**src/include/icar_pkg.sv**
```systemverilog
// Register map, field positions and reset values of the control/address block
package icar_pkg;

    localparam logic [7:0] ADDR_CONTROL_ONE     = 8'h00;
    localparam logic [7:0] ADDR_CONTROL_TWO     = 8'h04;
    localparam logic [7:0] ADDR_OWN_ADDRESS_ONE = 8'h08;

    // Control one fields
    localparam int C1_PERIPH_ENABLE   = 0;
    localparam int C1_SMBUS_MODE      = 1;
    localparam int C1_ACK_SEND        = 10;
    localparam int C1_ACK_POSITION    = 11;
    localparam int C1_PACKET_CHECK    = 12;
    localparam int C1_ALERT_DRIVE     = 13;
    localparam int C1_SOFT_RESET      = 15;
    localparam logic [15:0] C1_MASK   = 16'hBC03;
    localparam logic [15:0] C1_RESET  = 16'h0000;

    // Control two fields
    localparam int C2_CLK_LSB         = 0;
    localparam int C2_CLK_MSB         = 5;
    localparam int C2_ERROR_IRQ       = 8;
    localparam int C2_EVENT_IRQ       = 9;
    localparam int C2_BUFFER_IRQ      = 10;
    localparam int C2_DMA_ENABLE      = 11;
    localparam int C2_LAST_TRANSFER   = 12;
    localparam logic [15:0] C2_MASK   = 16'h1F3F;
    localparam logic [15:0] C2_RESET  = 16'h0000;

    // Clock setting limits in MHz
    localparam logic [5:0] CLK_MHZ_MIN = 6'h02;
    localparam logic [5:0] CLK_MHZ_MAX = 6'h24;

    // Own address one fields
    localparam int OA_LENGTH          = 15;
    localparam logic [15:0] OA_MASK   = 16'h83FF;
    localparam logic [15:0] OA_RESET  = 16'h0000;

endpackage : icar_pkg

```
**src/design/icar_regs.sv**
```systemverilog
// Control and own-address register logic of the I2C/SMBus controller
module icar_regs (
    input  wire logic        clk,
    input  wire logic        reset,
    // Register port
    input  wire logic [7:0]  reg_addr,
    input  wire logic [15:0] reg_wdata,
    input  wire logic        reg_write,
    input  wire logic        reg_read,
    output logic      [15:0] reg_rdata,
    // Engine events
    input  wire logic        packet_check_sent,
    input  wire logic        start_sent,
    input  wire logic        stop_sent,
    input  wire logic        master_receive,
    // Status flags from the engine
    input  wire logic        alert_flag,
    input  wire logic        timeout_flag,
    input  wire logic        packet_check_error_flag,
    input  wire logic        overrun_underrun_flag,
    input  wire logic        ack_failure_flag,
    input  wire logic        arbitration_lost_flag,
    input  wire logic        bus_error_flag,
    input  wire logic        start_sent_flag,
    input  wire logic        address_done_flag,
    input  wire logic        header10_sent_flag,
    input  wire logic        stop_received_flag,
    input  wire logic        byte_done_flag,
    input  wire logic        transmit_empty_flag,
    input  wire logic        receive_full_flag,
    // Controls toward the engine
    output logic             periph_enable,
    output logic             smbus_mode_select,
    output logic             ack_send_enable,
    output logic             ack_position_select,
    output logic             packet_check_send,
    output logic             engine_reset,
    output logic             clock_setting_valid,
    output logic [5:0]       bus_clock_mhz,
    output logic             error_irq,
    output logic             event_irq,
    output logic             dma_request,
    output logic             dma_last_transfer,
    output logic             own_address_length,
    output logic [9:0]       own_address_match,
    // SMBus alert pin, open drain
    input  wire logic        smb_alert_in,
    output logic             smb_alert_out,
    output logic             smb_alert_oe,
    output logic             smb_alert_level
);

    logic [15:0] control_one_r;
    logic [15:0] control_one_nxt;
    logic [15:0] control_two_r;
    logic [15:0] control_two_nxt;
    logic [15:0] own_address_one_r;
    logic [15:0] own_address_one_nxt;
    logic [15:0] reg_rdata_nxt;
    logic        alert_meta_r;
    logic        alert_sync_r;

    function automatic logic hit(input logic [7:0] a, input logic [7:0] b);
        hit = (a == b);
    endfunction : hit

    // Register writes and hardware clears
    always_comb begin
        control_one_nxt     = control_one_r;
        control_two_nxt     = control_two_r;
        own_address_one_nxt = own_address_one_r;
        if (reg_write && hit(reg_addr, icar_pkg::ADDR_CONTROL_ONE)) begin
            control_one_nxt = reg_wdata & icar_pkg::C1_MASK;
        end
        if (reg_write && hit(reg_addr, icar_pkg::ADDR_CONTROL_TWO)) begin
            control_two_nxt = reg_wdata & icar_pkg::C2_MASK;
        end
        if (reg_write && hit(reg_addr, icar_pkg::ADDR_OWN_ADDRESS_ONE)) begin
            own_address_one_nxt = reg_wdata & icar_pkg::OA_MASK;
        end
        // Hardware clear of the packet check request wins over a write
        if (packet_check_sent || start_sent || stop_sent) begin
            control_one_nxt[icar_pkg::C1_PACKET_CHECK] = 1'b0;
        end
        // Alert bit survives disable on purpose; software owns it
        if (!control_one_nxt[icar_pkg::C1_PERIPH_ENABLE]) begin
            control_one_nxt[icar_pkg::C1_ACK_SEND]     = 1'b0;
            control_one_nxt[icar_pkg::C1_ACK_POSITION] = 1'b0;
            control_one_nxt[icar_pkg::C1_PACKET_CHECK] = 1'b0;
        end
    end

    always_ff @(posedge clk or posedge reset) begin
        if (reset) begin
            control_one_r     <= icar_pkg::C1_RESET;
            control_two_r     <= icar_pkg::C2_RESET;
            own_address_one_r <= icar_pkg::OA_RESET;
        end else begin
            control_one_r     <= control_one_nxt;
            control_two_r     <= control_two_nxt;
            own_address_one_r <= own_address_one_nxt;
        end
    end

    // Read data, one cycle after the strobe; unmapped reads give zero
    always_comb begin
        reg_rdata_nxt = 16'h0000;
        if (reg_read) begin
            case (1'b1)
                hit(reg_addr, icar_pkg::ADDR_CONTROL_ONE):
                    reg_rdata_nxt = control_one_r;
                hit(reg_addr, icar_pkg::ADDR_CONTROL_TWO):
                    reg_rdata_nxt = control_two_r;
                hit(reg_addr, icar_pkg::ADDR_OWN_ADDRESS_ONE):
                    reg_rdata_nxt = own_address_one_r;
                default:
                    reg_rdata_nxt = 16'h0000;
            endcase
        end
    end

    always_ff @(posedge clk or posedge reset) begin
        if (reset) begin
            reg_rdata <= 16'h0000;
        end else begin
            reg_rdata <= reg_rdata_nxt;
        end
    end

    // Alert pin level seen from outside, two-flop synchronised
    always_ff @(posedge clk or posedge reset) begin
        if (reset) begin
            alert_meta_r <= 1'b1;
            alert_sync_r <= 1'b1;
        end else begin
            alert_meta_r <= smb_alert_in;
            alert_sync_r <= alert_meta_r;
        end
    end

    assign smb_alert_level = alert_sync_r;

    // Controls toward the engine
    assign periph_enable       = control_one_r[icar_pkg::C1_PERIPH_ENABLE];
    assign smbus_mode_select   = control_one_r[icar_pkg::C1_SMBUS_MODE];
    assign ack_send_enable     = control_one_r[icar_pkg::C1_ACK_SEND];
    assign ack_position_select = control_one_r[icar_pkg::C1_ACK_POSITION];
    assign packet_check_send   = control_one_r[icar_pkg::C1_PACKET_CHECK];
    // Engine stays reset while soft reset is set; caller must idle bus first
    assign engine_reset        = control_one_r[icar_pkg::C1_SOFT_RESET];

    // Open drain: drive low only, release means high by pull-up
    assign smb_alert_out = 1'b0;
    assign smb_alert_oe  = control_one_r[icar_pkg::C1_ALERT_DRIVE];

    assign bus_clock_mhz =
        control_two_r[icar_pkg::C2_CLK_MSB:icar_pkg::C2_CLK_LSB];
    assign clock_setting_valid =
        (bus_clock_mhz >= icar_pkg::CLK_MHZ_MIN) &&
        (bus_clock_mhz <= icar_pkg::CLK_MHZ_MAX);

    assign error_irq = control_two_r[icar_pkg::C2_ERROR_IRQ] &&
        (alert_flag || timeout_flag || packet_check_error_flag ||
         overrun_underrun_flag || ack_failure_flag ||
         arbitration_lost_flag || bus_error_flag);

    assign event_irq = control_two_r[icar_pkg::C2_EVENT_IRQ] &&
        (start_sent_flag || address_done_flag || header10_sent_flag ||
         stop_received_flag || byte_done_flag ||
         (control_two_r[icar_pkg::C2_BUFFER_IRQ] &&
          (transmit_empty_flag || receive_full_flag)));

    assign dma_request = control_two_r[icar_pkg::C2_DMA_ENABLE] &&
        (transmit_empty_flag || receive_full_flag);

    assign dma_last_transfer = control_two_r[icar_pkg::C2_LAST_TRANSFER] &&
        master_receive;

    // Address used for matching; unused bits forced to zero in 7-bit mode
    assign own_address_length = own_address_one_r[icar_pkg::OA_LENGTH];
    assign own_address_match = own_address_length ?
        own_address_one_r[9:0] :
        {2'b00, own_address_one_r[7:1], 1'b0};

endmodule : icar_regs

```
**config.mk**
```make
export PLATFORM = sky130hd
export DESIGN_NAME = icar_regs
export DESIGN_NICKNAME = d
export VERILOG_FILES = /design/src/include/icar_pkg.sv /design/src/design/icar_regs.sv
export SDC_FILE = /design/constraint.sdc
export NUM_CORES = 1
export LEC_CHECK = 0
export ABC_AREA = 1
export BUFFER_PORTS_ARGS = -buffer_cell sky130_fd_sc_hd__buf_2
export CORE_MARGIN = 4
export CORE_UTILIZATION = 40
export DETAILED_ROUTE_END_ITERATION = 8
export PLACE_DENSITY = 0.69
export SYNTH_ARGS = -nofsm -noshare
export SYNTH_HDL_FRONTEND = slang
export SYNTH_SLANG_ARGS = --single-unit
```
**constraint.sdc**
```tcl
create_clock -name clk -period 1.6 [get_ports clk]
set_input_delay 0.08 -clock clk [delete_from_list [all_inputs] [get_ports clk]]
set_output_delay 0.08 -clock clk [all_outputs]
set_load 0.01 [all_outputs]
```
======== Yosys cells after proc, flatten, opt, wreduce, memory -nomap -nowiden ========
Cells that the tools add are included.
word-level totals
  register bits ........................... 47
  bits in latches ......................... 0
  memory bits (writable) .................. 0
  ROM bits ................................ 0
  input port bits ......................... 47
  output and inout bits ................... 47
  word-level logic and storage cells ...... 47
  memories ................................ 0
operators by class
  $add $sub $neg .......................... 0
  multipliers ............................. 0
  div/mod/pow operators ................... 0
  $lt $le $gt $ge ......................... 2
  eq/ne operators ......................... 4
  shifts and indexed selects .............. 0
  mux-type cells .......................... 8
  bitwise operators ....................... 0
  reductions and logical operators ........ 24
operators by type and width
  operator              count
  $mux W16              4
  $logic_or A1 B1 Y1    14
  $mux W13              1
  $mux W10              1
  $logic_and A1 B1 Y1   9
  $eq A8 B3 Y1 const B  1
  $eq A8 B4 Y1 const B  1
  $logic_not A8 Y1      1
  $ge A6 B2 Y1 const B  1
  $le A6 B6 Y1 const B  1
  $mux W3               1
  $ne A3 B1 Y1 const B  1
  $ne A2 B1 Y1 const B  1
  $mux W1               1

======== Longest topological paths before layout ========
  word-level depth ........................ 7
  gate-level depth with buffers ........... 9
  mapped depth without buffers ............ 8

======== Worst setup path after synthesis ========
No wires, ideal clock.
  kind .................................... register to output
  start ................................... register control_two_r[3]
  end ..................................... output port clock_setting_valid
  arrival time ............................ 825 ps
  required time ........................... 1520 ps
  path slack .............................. 695 ps
  cell stages (with the launch flop) ...... 4
  buffers on the path ..................... 0
  cell sequence ........................... dfrtp_1 -> nor2_1 -> a21oi_1 -> o21ai_0
on the way
  word-level cells in the longest chain between the ends .. 2
  elaborated cells on any way between the ends .. 3
  those cells by class .................... order compare (2); reduce/logical (1)
RTL lines
  element                                              RTL line                            RTL
  start: declaration                                   icar_regs.sv:55                     logic [15:0] control_two_r;
  start signal: assignment                             icar_regs.sv:96                     control_two_r <= icar_pkg::C2_RESET;
  start signal: assignment                             icar_regs.sv:100                    control_two_r <= control_two_nxt;
  $ge A6 B2 Y1 / $le A6 B6 Y1 (equally long branches)  icar_regs.sv:159, icar_regs.sv:160
  $logic_and A1 B1 Y1 (*)                              icar_regs.sv:159                    (bus_clock_mhz >= icar_pkg::CLK_MHZ_MIN) &&
  end: declaration                                     icar_regs.sv:38                     output logic clock_setting_valid,
Every way passes the cells marked *; elsewhere a longest branch is shown, timed or not.

======== Final worst setup path ========
Ends and elaborated chain as after synthesis.

==> out/metrics.cfg <==
[routing]
vias = 1812
drc = 0
drt_wl_total_um = 5010
ant_nets = 0
wl_per_cell_um = 12.7
firstDrtPassIters = 4
drt_iter0_drc = 39
viasPerCell = 4.58

[final_layout]
diodes = 0
area_delta_synth_final_pct = 23.6
fillers = 510
final_cell_mix = 90 x buf_2, 68 x nand2_1, 44 x dfrtp_1
drive_gt1_share_pct = 38.7
utilization_pct = 51.9
stdcell_area_mm2 = 0.00270
area.sequential_mm2 = 0.00115
multi_input_area_um2 = 759
layout_commonest_cell = buf_2
final_nets = 372

[clocking]
clkLatencyLatePin_ps = 290
clk_pin_slew_ps = 80
htreeDepth = 2
numCtsBuffers = 5
clock_path_buffers = 2
cts_resized = 0
cts.sink_count = 46
cts_root_buf = clkbuf_8
cts_tree = built

[power]
switching_share_pct = 24.4
pwr-share-clk_pct = 32.7
p_switching_uw = 532
pwr-share-comb_pct = 10.9
p_int_mw = 1.65
p_total_mw = 2.18
p_per_area_mw_per_mm2 = 806
seq_power_share_pct = 56.4
p_leak_nw = 1.51
ir_worst_vdd_v = 0.000363

[die]
coreArea_mm2 = 0.00520
die_w_um = 81.9
core.rowCount = 26
start_util_pct = 42.0
die_y_um = 81.9
dieArea_mm2 = 0.00671
ios = 94

[timing]
post-route-min-period_ps = 1450
hold_ws_ps = 23.8
relSlewSlack_pct = 64.7
finalCritPeriodShare_pct = 90.3
finalSetupViolCount = 0
maxSlewViolCount = 0
hold_violations = 0
timing.setup.tns_ps = 0
fmax_mhz = 692
finalClockSkew_ps = 5.43
tightest_slew_ps = 528
rsz0062_at_grt = no

[global_route]
grt_antenna_before_repair = 0
overflow = 0
grt_pass1_wl_um = 7790
grt_usage_pct = 15.4
grt_pass1_vias = 1697
grt_max_degree = 25

[setup_path]
cp.arrival_ps = 1370
max_stage_delay_ps = 430
criticalPathCategory = register to output port
regToRegSetupSlack_ps = 770
slowest_stage = dfrtp_1
crit_path_end_kind = output port
cp-start-kind = register
required_ps = 1520
crit_family = flip-flops
cp_cell_sequence = nor3_1, o21ai_0, o21ai_0, buf_2
crit_path_max_fanout = 5
cp_num_buf_inv = 1
path_common_cell = o21ai_0

[synth]
yosys.cell_types.count = 27
avgSynthCellArea_um2 = 8.96
postSynthCellCount = 244
synth_seq_cells = 46
yosys_warnings = 0
synth.cell_area_mm2 = 0.00219
yosysSeqAreaShare_pct = 52.7

[place]
post-dp-hpwl_um = 3820
place_area_mm2 = 0.00259
place_congestion = 0.809
place.port_buffers = 90

[worst_hold_path]
min_path_type = input port to register

[run]
drv_cap = 0

[run_status]
outcome = finished, final reports clean

-- cells by family after synthesis --
kind of cell	Yosys count	synth area share (%)
AND/OR/NAND/NOR	106	22.9
buffers and inverters	49	12.7
flip-flops	46	52.7
AO/OA/AOI/OAI	42	11.4
other	1	0.171
-- worst paths after layout --
kind                             startpoint                   to  cells after the start
max reg2reg                control_one_r[0]    control_one_r[12]                      4
min reg2reg                    alert_meta_r      smb_alert_level                      0
min in group asynchronous             reset         reg_rdata[7]                      3
max in group asynchronous             reset         reg_rdata[0]                      4
min                           reg_wdata[13]    control_one_r[13]                      3
max                        control_two_r[3]  clock_setting_valid                      4
-- per-layer routing --
| layer | GRT usage (%) | wire [um] |
|---|---|---|
| met5 | 0 | 0 |
| met4 | 4.49 | 25 |
| met3 | 3.51 | 341 |
| met2 | 27.1 | 2530 |
| met1 | 18.9 | 2110 |
-- what timing repair did --
action | CTS | global route
hold buffers | 2 | 0
setup buffers | 0 | 0
endpoints found under the hold margin | 22 | 0
-- synthesized netlist by cell type, drive strengths merged --
master | instances | area (um^2)
conb | 1 | 3.75
nand4 | 1 | 6.26
nand2 | 73 | 292
inv | 25 | 93.8
nor2 | 15 | 93.8
nand3 | 11 | 67.6
a21oi | 11 | 55.1
nor4 | 1 | 6.26
nor3 | 5 | 36.3
buf | 23 | 180
dfrtp | 44 | 1100
clkinv | 1 | 3.75
a31oi | 1 | 6.26
dfstp | 2 | 52.6
a21boi | 1 | 7.51
o21a | 1 | 7.51
o21ai | 28 | 174
-- power groups by stage --
stage	combinational [mW]	sequential (mW)	clock, mW
floorplan	0.139	1.25	0
global placement	0.233	1.25	0
detailed placement	0.238	1.25	0
CTS	0.242	1.23	0.733
global route	0.270	1.23	0.769
finish	0.238	1.23	0.713
-- layout make-up --
cell class	count	area share (%)
Multi-Input combinational cell	150	28.1
Tap cell	70	3.24
Sequential cell	46	42.7
Timing Repair Buffer	96	19.0
Clock buffer	7	3.19
Clock inverter	1	0.185
Inverter	26	3.61
-- worst min-delay path, delay by kind of cell --
| kind | cells | cell delay [ps] |
|---|---|---|
| buffers and inverters | 1 | 80 |
| and+or+nand+nor | 2 | 120 |
-- state kept, by name, indices dropped and copies added, names as in the netlist --
name,count
control_one_r,7
reg_rdata,15
alert_meta_r,1
smb_alert_level,1
own_address_one_r,11
control_two_r,11
-- per-stage QoR --
step / cells / setup slack [ps]
6_report: 396 / 155
2_1_floorplan: 245 / 436
5_1_grt: 396 / 130
4_1_cts: 396 / 170
3_5_place_dp: 386 / 339
3_3_place_gp: 386 / 368
No activity file was read; power rests on OpenSTA's default activity.
